[config.mk]
export PLATFORM = sky130hd
export DESIGN_NAME = vectored_interrupt_and_event_unit
export DESIGN_NICKNAME = d
export VERILOG_FILES = /design/src/design/irq_unit_pkg.sv /design/src/design/vectored_interrupt_and_event_unit.sv
export SDC_FILE = /design/constraint.sdc
export NUM_CORES = 1
export LEC_CHECK = 0
export CAP_MARGIN = 20
export CORE_ASPECT_RATIO = 1.1
export CORE_MARGIN = 2
export CORE_UTILIZATION = 31
export CTS_CLUSTER_SIZE = 16
export DETAILED_ROUTE_END_ITERATION = 16
export DONT_BUFFER_PORTS = 1
export PLACE_DENSITY = 0.57
export SYNTH_ARGS = -nofsm -noshare
export SYNTH_HDL_FRONTEND = slang
export SYNTH_SLANG_ARGS = --single-unit
[constraint.sdc]
create_clock -name clock_i -period 9.8 [get_ports clock_i]
set_input_delay 0.98 -clock clock_i [delete_from_list [all_inputs] [get_ports clock_i]]
set_output_delay 0.98 -clock clock_i [all_outputs]
set_load 0.02 [all_outputs]
[src/design/irq_unit_pkg.sv]
// constants for the vectored interrupt and event unit
// assumes one system clock; register spaces are chosen by a space select
package irq_unit_pkg;
    // register spaces
    localparam logic [1:0] SPACE_OPER = 2'h0;
    localparam logic [1:0] SPACE_CTRL = 2'h1;
    localparam logic [1:0] SPACE_CNT  = 2'h2;
    // operational space offsets
    localparam logic [5:0] OFF_TIMER_CMP_STATUS = 6'h09;
    localparam logic [5:0] OFF_TIMER_CTRL_ONE   = 6'h0A;
    localparam logic [5:0] OFF_TIMER_CTRL_TWO   = 6'h0B;
    localparam logic [5:0] OFF_IRQ_FLAGS        = 6'h0F;
    localparam logic [5:0] OFF_RESET_CAUSE      = 6'h10;
    // control space offsets
    localparam logic [5:0] OFF_CMP_CTRL         = 6'h09;
    localparam logic [5:0] OFF_CMP_SHARING      = 6'h0A;
    localparam logic [5:0] OFF_IRQ_MASK         = 6'h0F;
    // counter space offsets
    localparam logic [5:0] OFF_AUX_A_COUNT      = 6'h05;
    localparam logic [5:0] OFF_AUX_B_LOW        = 6'h06;
    localparam logic [5:0] OFF_AUX_B_HIGH       = 6'h07;
    localparam logic [5:0] OFF_AUX_C_COUNT      = 6'h08;
    // flag and mask layout
    localparam int BIT_MAIN_TIMER  = 0;
    localparam int BIT_PORT_CHANGE = 1;
    localparam int BIT_EXT_PIN     = 2;
    localparam int BIT_CMP_LOW     = 4;
    localparam logic [7:0] FLAG_USED_MASK = 8'hF7;
    // timer control layout, timer a and c in low nibble, b in high
    localparam int BIT_RUN_EN  = 0;
    localparam int BIT_SRC_SEL = 1;
    localparam int BIT_IRQ_EN  = 2;
    localparam int TB_NIBBLE   = 4;
    localparam logic [7:0] TCR_ONE_MASK = 8'h07;
    localparam logic [7:0] TCR_TWO_MASK = 8'h77;
    // comparator control layout: enables low, pin outputs high
    localparam int CMP_EN_LOW  = 0;
    localparam int CMP_PIN_LOW = 4;
    localparam int NUM_CMP     = 4;
    localparam int NUM_SRC     = 10;
    // vectors, lowest address first
    localparam logic [9:0] VECTOR_BASE = 10'h3EC;
    localparam logic [9:0] VECTOR_STEP = 10'h002;
    // aux timer top values
    localparam logic [15:0] TOP_8  = 16'h00FF;
    localparam logic [15:0] TOP_16 = 16'hFFFF;
endpackage

[src/design/vectored_interrupt_and_event_unit.sv]
// vectored interrupt unit with aux timers, comparator events and reset cause
// assumes core pulses its instruction strobes for one cycle, inputs synchronous
//
// Design decision made here: the plain strobed port.
`timescale 1ns/1ps
`default_nettype none
module vectored_interrupt_and_event_unit (
    input  wire logic       clock_i,
    input  wire logic       rst_i,
    input  wire logic       clk_en_i,
    input  wire logic [1:0] space_i,
    input  wire logic [5:0] addr_i,
    input  wire logic [7:0] wdata_i,
    input  wire logic       wr_i,
    input  wire logic       rd_i,
    output logic      [7:0] rdata_o,
    input  wire logic       pin_reset_n_i,
    input  wire logic       watchdog_timeout_i,
    input  wire logic       global_irq_on_instr_i,
    input  wire logic       global_irq_off_instr_i,
    input  wire logic       irq_return_instr_i,
    input  wire logic       sleep_instr_i,
    input  wire logic       watchdog_clear_instr_i,
    input  wire logic       main_timer_ovf_i,
    input  wire logic       ext_pin_event_i,
    input  wire logic       ir_event_i,
    input  wire logic [7:0] port5_i,
    input  wire logic       port5_read_i,
    input  wire logic [3:0] comparator_raw_i,
    input  wire logic       aux_ext_tick_i,
    input  wire logic       irq_take_i,
    input  wire logic [7:0] acc_i,
    input  wire logic [7:0] status_i,
    output logic            irq_req_o,
    output logic      [9:0] vector_o,
    output logic      [7:0] saved_acc_o,
    output logic      [7:0] saved_status_o,
    output logic            core_reset_o,
    output logic            sleep_o,
    output logic            wake_o,
    output logic      [2:0] reset_cause_o,
    output logic      [3:0] comparator_enable_o,
    output logic      [3:0] input_sharing_select_o,
    output logic      [3:0] comparator_pin_o,
    output logic      [3:0] comparator_pin_oe_o
);
    typedef struct packed {
        logic        gie;
        logic        sleeping;
        logic        wake_flag;
        logic        timeout_flag;
        logic        powerdown_flag;
        logic        core_rst;
        logic        wake_pulse;
        logic [7:0]  flags;
        logic [7:0]  mask;
        logic [7:0]  tcr_one;
        logic [7:0]  tcr_two;
        logic [7:0]  cmp_ctrl;
        logic [3:0]  sharing;
        logic [3:0]  cmp_res;
        logic [2:0]  aux_flags;
        logic [7:0]  ta;
        logic [7:0]  ta_rel;
        logic [15:0] tb;
        logic [15:0] tb_rel;
        logic [7:0]  tc;
        logic [7:0]  tc_rel;
        logic [7:0]  p5_snap;
        logic [9:0]  vector;
        logic [7:0]  sacc;
        logic [7:0]  sstat;
        logic [7:0]  rdata;
    } state_t;

    state_t state_reg;
    state_t state_next;

    localparam int NUM_SRC_W = irq_unit_pkg::NUM_SRC;
    logic [NUM_SRC_W-1:0] pending;

    // one aux timer step; returns {overflow, next count}
    function automatic logic [16:0] aux_step(
        input logic [15:0] cnt,
        input logic [15:0] rel,
        input logic [15:0] top,
        input logic        tick
    );
        logic [16:0] res;
        res = {1'b0, cnt};
        if (tick)
        begin
            if (cnt == top)
                res = {1'b1, rel};
            else
                res = {1'b0, cnt + 16'h0001};
        end
        return res;
    endfunction

    // pending sources in vector order: cmp4..cmp1, c, b, a, main, ext, port
    always_comb
    begin
        logic [7:0] req;
        req = state_reg.flags & state_reg.mask & irq_unit_pkg::FLAG_USED_MASK;
        pending = {req[irq_unit_pkg::BIT_PORT_CHANGE],
                   req[irq_unit_pkg::BIT_EXT_PIN],
                   req[irq_unit_pkg::BIT_MAIN_TIMER],
                   state_reg.aux_flags[0],
                   state_reg.aux_flags[1],
                   state_reg.aux_flags[2],
                   req[irq_unit_pkg::BIT_CMP_LOW],
                   req[irq_unit_pkg::BIT_CMP_LOW+1],
                   req[irq_unit_pkg::BIT_CMP_LOW+2],
                   req[irq_unit_pkg::BIT_CMP_LOW+3]};
    end

    always_comb
    begin
        logic        wr_oper;
        logic        wr_ctrl;
        logic        wr_cnt;
        logic [3:0]  cmp_en;
        logic [3:0]  cmp_change;
        logic        port_change;
        logic        wake_req;
        logic        tick_a;
        logic        tick_b;
        logic        tick_c;
        logic [16:0] step_a;
        logic [16:0] step_b;
        logic [16:0] step_c;
        logic [7:0]  flag_set;
        logic [2:0]  aux_set;
        logic [3:0]  sel;
        logic        found;
        state_next = state_reg;
        wr_oper = wr_i && (space_i == irq_unit_pkg::SPACE_OPER);
        wr_ctrl = wr_i && (space_i == irq_unit_pkg::SPACE_CTRL);
        wr_cnt  = wr_i && (space_i == irq_unit_pkg::SPACE_CNT);
        state_next.core_rst   = 1'b0;
        state_next.wake_pulse = 1'b0;

        // comparators: enabled ones track, disabled ones hold
        cmp_en = state_reg.cmp_ctrl[irq_unit_pkg::CMP_EN_LOW +: irq_unit_pkg::NUM_CMP];
        cmp_change = cmp_en & (comparator_raw_i ^ state_reg.cmp_res);
        state_next.cmp_res = (comparator_raw_i & cmp_en)
                           | (state_reg.cmp_res & ~cmp_en);

        // port change against snapshot taken at last port read
        port_change = |(port5_i ^ state_reg.p5_snap);
        if (port5_read_i)
            state_next.p5_snap = port5_i;

        // flag sets; port change flag alone obeys its mask bit
        flag_set = '0;
        flag_set[irq_unit_pkg::BIT_MAIN_TIMER] = main_timer_ovf_i;
        flag_set[irq_unit_pkg::BIT_EXT_PIN] = ext_pin_event_i;
        flag_set[irq_unit_pkg::BIT_PORT_CHANGE] =
            port_change && state_reg.mask[irq_unit_pkg::BIT_PORT_CHANGE];
        flag_set[irq_unit_pkg::BIT_CMP_LOW +: irq_unit_pkg::NUM_CMP] = cmp_change;

        // aux timers
        tick_a = state_reg.tcr_one[irq_unit_pkg::BIT_RUN_EN]
              && (!state_reg.tcr_one[irq_unit_pkg::BIT_SRC_SEL] || aux_ext_tick_i);
        tick_b = state_reg.tcr_two[irq_unit_pkg::TB_NIBBLE + irq_unit_pkg::BIT_RUN_EN]
              && (!state_reg.tcr_two[irq_unit_pkg::TB_NIBBLE + irq_unit_pkg::BIT_SRC_SEL]
                  || aux_ext_tick_i);
        tick_c = state_reg.tcr_two[irq_unit_pkg::BIT_RUN_EN]
              && (!state_reg.tcr_two[irq_unit_pkg::BIT_SRC_SEL] || aux_ext_tick_i);
        step_a = aux_step({8'h00, state_reg.ta}, {8'h00, state_reg.ta_rel},
                          irq_unit_pkg::TOP_8, tick_a);
        step_b = aux_step(state_reg.tb, state_reg.tb_rel, irq_unit_pkg::TOP_16, tick_b);
        step_c = aux_step({8'h00, state_reg.tc}, {8'h00, state_reg.tc_rel},
                          irq_unit_pkg::TOP_8, tick_c);
        state_next.ta = step_a[7:0];
        state_next.tb = step_b[15:0];
        state_next.tc = step_c[7:0];
        aux_set[0] = step_a[16] && state_reg.tcr_one[irq_unit_pkg::BIT_IRQ_EN];
        aux_set[1] = step_b[16]
                  && state_reg.tcr_two[irq_unit_pkg::TB_NIBBLE + irq_unit_pkg::BIT_IRQ_EN];
        aux_set[2] = step_c[16] && state_reg.tcr_two[irq_unit_pkg::BIT_IRQ_EN];

        // software writes; writing 0 clears a flag, a same-cycle set wins
        if (wr_oper)
        begin
            unique case (addr_i)
                irq_unit_pkg::OFF_TIMER_CMP_STATUS:
                    state_next.aux_flags = state_reg.aux_flags & wdata_i[2:0];
                irq_unit_pkg::OFF_TIMER_CTRL_ONE:
                    state_next.tcr_one = wdata_i & irq_unit_pkg::TCR_ONE_MASK;
                irq_unit_pkg::OFF_TIMER_CTRL_TWO:
                    state_next.tcr_two = wdata_i & irq_unit_pkg::TCR_TWO_MASK;
                irq_unit_pkg::OFF_IRQ_FLAGS:
                    state_next.flags = state_reg.flags & wdata_i;
                default:
                    state_next.flags = state_reg.flags;
            endcase
        end
        if (wr_ctrl)
        begin
            unique case (addr_i)
                irq_unit_pkg::OFF_CMP_CTRL:
                    state_next.cmp_ctrl = wdata_i;
                irq_unit_pkg::OFF_CMP_SHARING:
                    state_next.sharing = wdata_i[3:0];
                irq_unit_pkg::OFF_IRQ_MASK:
                    state_next.mask = wdata_i & irq_unit_pkg::FLAG_USED_MASK;
                default:
                    state_next.mask = state_reg.mask;
            endcase
        end
        if (wr_cnt)
        begin
            unique case (addr_i)
                irq_unit_pkg::OFF_AUX_A_COUNT:
                begin
                    state_next.ta = wdata_i;
                    state_next.ta_rel = wdata_i;
                end
                irq_unit_pkg::OFF_AUX_B_LOW:
                begin
                    state_next.tb[7:0] = wdata_i;
                    state_next.tb_rel[7:0] = wdata_i;
                end
                irq_unit_pkg::OFF_AUX_B_HIGH:
                begin
                    state_next.tb[15:8] = wdata_i;
                    state_next.tb_rel[15:8] = wdata_i;
                end
                irq_unit_pkg::OFF_AUX_C_COUNT:
                begin
                    state_next.tc = wdata_i;
                    state_next.tc_rel = wdata_i;
                end
                default:
                    state_next.ta = step_a[7:0];
            endcase
        end
        state_next.flags = (state_next.flags | flag_set) & irq_unit_pkg::FLAG_USED_MASK;
        state_next.aux_flags = state_next.aux_flags | aux_set;

        // global enable
        if (global_irq_off_instr_i)
            state_next.gie = 1'b0;
        if (global_irq_on_instr_i || irq_return_instr_i)
            state_next.gie = 1'b1;

        // interrupt entry: lowest vector first, context saved once
        sel = '0;
        found = 1'b0;
        for (int i = 0; i < irq_unit_pkg::NUM_SRC; i++)
        begin
            if (pending[i] && !found)
            begin
                sel = 4'(i);
                found = 1'b1;
            end
        end
        if (irq_take_i && irq_req_o)
        begin
            state_next.vector = irq_unit_pkg::VECTOR_BASE
                              + 10'(sel) * irq_unit_pkg::VECTOR_STEP;
            state_next.sacc = acc_i;
            state_next.sstat = status_i;
            state_next.gie = 1'b0;
        end

        // cause bits on instructions
        if (watchdog_clear_instr_i)
        begin
            state_next.timeout_flag = 1'b1;
            state_next.powerdown_flag = 1'b1;
        end
        if (sleep_instr_i)
        begin
            state_next.timeout_flag = 1'b1;
            state_next.powerdown_flag = 1'b0;
            state_next.sleeping = 1'b1;
        end

        // wake from sleep; ir event only wakes, it has no flag of its own
        wake_req = (port_change && state_reg.mask[irq_unit_pkg::BIT_PORT_CHANGE])
                || |(cmp_change
                     & state_reg.mask[irq_unit_pkg::BIT_CMP_LOW +: irq_unit_pkg::NUM_CMP])
                || ir_event_i;
        if (state_reg.sleeping && wake_req)
        begin
            state_next.sleeping = 1'b0;
            state_next.wake_pulse = 1'b1;
            if (port_change && state_reg.mask[irq_unit_pkg::BIT_PORT_CHANGE])
            begin
                state_next.wake_flag = 1'b1;
                state_next.timeout_flag = 1'b1;
                state_next.powerdown_flag = 1'b0;
            end
        end

        // pin and watchdog resets: same bookkeeping running or asleep
        if (watchdog_timeout_i || !pin_reset_n_i)
        begin
            state_next.core_rst = 1'b1;
            state_next.sleeping = 1'b0;
            state_next.wake_flag = 1'b0;
            if (watchdog_timeout_i)
                state_next.timeout_flag = 1'b0;
            state_next.ta = '0;
            state_next.tb = '0;
            state_next.tc = '0;
            state_next.flags = '0;
            state_next.mask = '0;
            state_next.cmp_ctrl = '0;
            state_next.sharing = '0;
            state_next.gie = 1'b0;
        end

        // read data, valid the cycle after the strobe
        state_next.rdata = '0;
        if (rd_i)
        begin
            unique case (space_i)
                irq_unit_pkg::SPACE_OPER:
                begin
                    unique case (addr_i)
                        irq_unit_pkg::OFF_TIMER_CMP_STATUS:
                            state_next.rdata = {state_reg.cmp_res, 1'b0,
                                                state_reg.aux_flags};
                        irq_unit_pkg::OFF_TIMER_CTRL_ONE:
                            state_next.rdata = state_reg.tcr_one;
                        irq_unit_pkg::OFF_TIMER_CTRL_TWO:
                            state_next.rdata = state_reg.tcr_two;
                        irq_unit_pkg::OFF_IRQ_FLAGS:
                            state_next.rdata = state_reg.flags;
                        irq_unit_pkg::OFF_RESET_CAUSE:
                            state_next.rdata = {5'h00, state_reg.wake_flag,
                                                state_reg.timeout_flag,
                                                state_reg.powerdown_flag};
                        default:
                            state_next.rdata = '0;
                    endcase
                end
                irq_unit_pkg::SPACE_CTRL:
                begin
                    unique case (addr_i)
                        irq_unit_pkg::OFF_CMP_CTRL:
                            state_next.rdata = state_reg.cmp_ctrl;
                        irq_unit_pkg::OFF_CMP_SHARING:
                            state_next.rdata = {4'h0, state_reg.sharing};
                        irq_unit_pkg::OFF_IRQ_MASK:
                            state_next.rdata = state_reg.mask;
                        default:
                            state_next.rdata = '0;
                    endcase
                end
                irq_unit_pkg::SPACE_CNT:
                begin
                    unique case (addr_i)
                        irq_unit_pkg::OFF_AUX_A_COUNT:
                            state_next.rdata = state_reg.ta;
                        irq_unit_pkg::OFF_AUX_B_LOW:
                            state_next.rdata = state_reg.tb[7:0];
                        irq_unit_pkg::OFF_AUX_B_HIGH:
                            state_next.rdata = state_reg.tb[15:8];
                        irq_unit_pkg::OFF_AUX_C_COUNT:
                            state_next.rdata = state_reg.tc;
                        default:
                            state_next.rdata = '0;
                    endcase
                end
                default:
                    state_next.rdata = '0;
            endcase
        end

        // clock enable low freezes everything
        if (!clk_en_i)
            state_next = state_reg;
    end

    // power-on reset: cause bits 0,1,1 and core held for one cycle
    always_ff @(posedge clock_i or posedge rst_i)
    begin
        if (rst_i)
        begin
            state_reg <= '0;
            state_reg.timeout_flag <= 1'b1;
            state_reg.powerdown_flag <= 1'b1;
            state_reg.core_rst <= 1'b1;
        end
        else
        begin
            state_reg <= state_next;
        end
    end

    // no request while asleep; the core is stopped then
    assign irq_req_o = state_reg.gie && !state_reg.sleeping && |pending;
    assign rdata_o = state_reg.rdata;
    assign vector_o = state_reg.vector;
    assign saved_acc_o = state_reg.sacc;
    assign saved_status_o = state_reg.sstat;
    assign core_reset_o = state_reg.core_rst;
    assign sleep_o = state_reg.sleeping;
    assign wake_o = state_reg.wake_pulse;
    assign reset_cause_o = {state_reg.wake_flag, state_reg.timeout_flag,
                            state_reg.powerdown_flag};
    assign comparator_enable_o =
        state_reg.cmp_ctrl[irq_unit_pkg::CMP_EN_LOW +: irq_unit_pkg::NUM_CMP];
    assign input_sharing_select_o = state_reg.sharing;
    // pins only driven when software asked; direction setup is the user's job
    assign comparator_pin_o = state_reg.cmp_res;
    assign comparator_pin_oe_o =
        state_reg.cmp_ctrl[irq_unit_pkg::CMP_PIN_LOW +: irq_unit_pkg::NUM_CMP];
endmodule
`default_nettype wire

==> out/results.tsv <==
metric	value	unit
die width	164	um
Peak Freq	0.355	GHz
Slew @ Worst Pin	1.11	ns
Cell variety after synth	78	
status	completed	
fin area	9220	um2
min Tclk post-route	2.82	ns
Total Routing Usage GR	18.3	%
hold buffer count at cts	0	
nature of the critical path endpoint	output pin	
via/cell ratio	5.88	
critical path startpoint category	flip-flop	
via count	6971	
drt total wl	26800	um
CP Max Fanout	5	
number of enable flip-flop cells after synthesis	0	
DR WL/cell	22.6	um
final setup violation count	0	
CTS tree	yes	
Buffers on Ports	0	
Synth Register Bits	151	
initial core utilization	31.4	%
synthesis-to-finish area growth	5.71	%
Cell Count, Final, Fillers Out	1186	
clk buf depth	2	
total core area	27800	um2
Hold Crit Class	in -> async	
Clock Sinks	151	
detailed-router iteration count before antenna repair	5	
die footprint	29500	um2
Num CTS Buffers	17	
Synth Area per Inst	9.84	um2
CP required	8.82	ns
post_cts resized	0	
synthesized area	8730	um2
pin count of the biggest net entering global routing	86	
drt drc	0	
clk root buf	clkbuf_16	
Max Slew Vio Count	0	
Worst-path clk slew	0.06	ns
Area after DPL	8600	um2
H-tree depth	4	
RSZ-0062 raised after global routing	false	
Setup TNS	0	ns
Setup WS pre-CTS	6.57	ns
post-synthesis sequential area ratio	43.3	%
number of global-route vias before repair	6779	
worst-skew pair later-pin latency	0.43	ns
layout cells sized above 1	16.3	%
worst setup margin	6.98	ns
max-cap violations	0	
critical path arrival	1.84	ns
final core area utilization	33.2	%
Setup Buffers After CTS	0	
WS Path Type	reg -> out	
Post-DP HPWL	18800	um
Mapped Nets	954	
Final nets	876	
asr flop ratio synth	100	%
number of synthesis warnings	0	
global-route wire length before repair	41500	um
RD Place Congestion	0.866	
Inst Count DP	1149	
Final ANT Viol Nets	0	
Cells after Synth	887	
Main synth FF type	dfrtp_1	
I/O pins	119	
antenna violations before repair	0	
die height	180	um
worst rel slew slack	25.1	%
final period utilization	28.7	%
grt total ovfl	0	
1st-iter DRT viols	675	
Final Hold Viols	0	
peak supply drop	0.000102	V
max reg flops	96	
Lkg Pwr	3.80	nW
Setup Skew	0.00624	ns
PD cells	162	nW/um2
Site Rows	64	
[worst paths after layout]
| kind | cells past startpoint | to | slack [ns] | startpoint |
|---|---|---|---|---|
| worst max-delay path | 3 | irq_req_o | 6.98 | state_reg[149]$_DFFE_PP0P_ |
| worst min-delay path | 1 | saved_acc_o[7]$_DFFE_PP0P_ | 0.49 | rst_i |
| worst max register to register | 4 | saved_status_o[3]$_DFFE_PP0P_ | 6.99 | sleep_o$_DFFE_PP0P_ |
| worst min register to register | 1 | state_reg[91]$_DFFE_PP0P_ | 0.51 | state_reg[91]$_DFFE_PP0P_ |
| max in group asynchronous | 3 | core_reset_o$_DFFE_PP1P_ | 8.01 | rst_i |
| min in group clock_i | 1 | state_reg[91]$_DFFE_PP0P_ | 0.51 | state_reg[91]$_DFFE_PP0P_ |
[synth_stat cells, types with 6 or more instances]
| master | number | area share (%) |
|---|---|---|
| buf_4 | 56 | 4.8 |
| a31oi_1 | 8 | 0.57 |
| o211ai_1 | 6 | 0.52 |
| xor2_1 | 12 | 1.2 |
| nand3_1 | 31 | 1.8 |
| nand2b_1 | 6 | 0.43 |
| mux2i_1 | 16 | 1.8 |
| a221o_1 | 11 | 1.3 |
| and3_1 | 13 | 0.93 |
| inv_1 | 16 | 0.69 |
| buf_2 | 7 | 0.40 |
| o21ai_0 | 54 | 3.1 |
| nor2_1 | 39 | 1.7 |
| mux2_2 | 79 | 10 |
| a21o_1 | 8 | 0.69 |
| a22oi_1 | 19 | 1.6 |
| nor3_1 | 9 | 0.52 |
| dfrtp_1 | 148 | 42 |
| o31ai_1 | 13 | 1.1 |
| a211oi_1 | 15 | 1.3 |
| a22o_1 | 10 | 1.0 |
| nand4_1 | 14 | 1.0 |
| a21oi_1 | 36 | 2.1 |
| clkbuf_1 | 37 | 1.6 |
| a32oi_1 | 6 | 0.60 |
| o2bb2ai_1 | 11 | 1.1 |
| nand2_1 | 95 | 4.1 |
[report_power, final]
part / internal (mW) / total (mW) / switching (mW)
clock: 0.380 / 0.646 / 0.266
sequential: 0.664 / 0.739 / 0.0749
combinational: 0.0486 / 0.112 / 0.0634
[logic make-up (layout without fill, tap and decap cells)]
group | Yosys count | count (layout) | synth area share, %
XOR/XNOR | 15 | 15 | 1.51
flip-flops | 151 | 151 | 43.3
other | 1 | 2 | 0.0430
AO/OA/AOI/OAI | 245 | 245 | 19.7
AND/OR/NAND/NOR | 252 | 252 | 14.5
buffers and inverters | 122 | 57 | 7.96
adder cells (fa/ha/maj) | 6 | 6 | 0.832
multiplexers | 95 | 95 | 12.0
[layout by cell type (no fill, tap or decap), types with 14 or more instances in the layout]
| cell type | Yosys | routed |
|---|---|---|
| clkbuf_16 | 0 | 17 |
| nand4_1 | 14 | 14 |
| o21ai_0 | 54 | 54 |
| a211oi_1 | 15 | 15 |
| nand2_1 | 95 | 95 |
| nand3_1 | 31 | 31 |
| inv_1 | 16 | 15 |
| mux2i_1 | 16 | 16 |
| a21oi_1 | 36 | 36 |
| mux2_2 | 79 | 79 |
| a22oi_1 | 19 | 19 |
| dfrtp_1 | 148 | 148 |
| nor2_1 | 39 | 38 |
[metal layers]
| layer | GRT usage [%] | part of all wire [%] | wire length (um) | vias up |
|---|---|---|---|---|
| met5 | 0 | 0 | 0 | - |
| met4 | 6.07 | 2.3 | 614 | 0 |
| li1 | - | - | - | 3107 |
| met3 | 4.48 | 7.6 | 2040 | 41 |
| met2 | 30.0 | 48 | 12900 | 298 |
| met1 | 23.5 | 42 | 11200 | 3525 |
[final cells by class]
cell class	count	area, um2
Sequential cell	151	3780
Fill cell	2820	18600
Antenna cell	1	2.50
Timing Repair Buffer	9	85.1
Clock buffer	20	447
Clock inverter	12	128
Multi-Input combinational cell	614	4260
Tap cell	363	454
Inverter	16	65.1
[critical path: stages (launching register included)]
cell and delay, ns:
dfrtp_1 0.43, a2111o_1 0.48, nor3_1 0.22, a21oi_1 0.27
[stage by stage]
stage	power, mW	hold WS [ns]
2_1_floorplan	0.862	0.441
3_3_place_gp	0.859	0.489
3_5_place_dp	0.862	0.493
4_1_cts	1.51	0.508
5_1_grt	1.56	0.513
6_report	1.50	0.490
No activity file was read; power rests on OpenSTA's default activity.
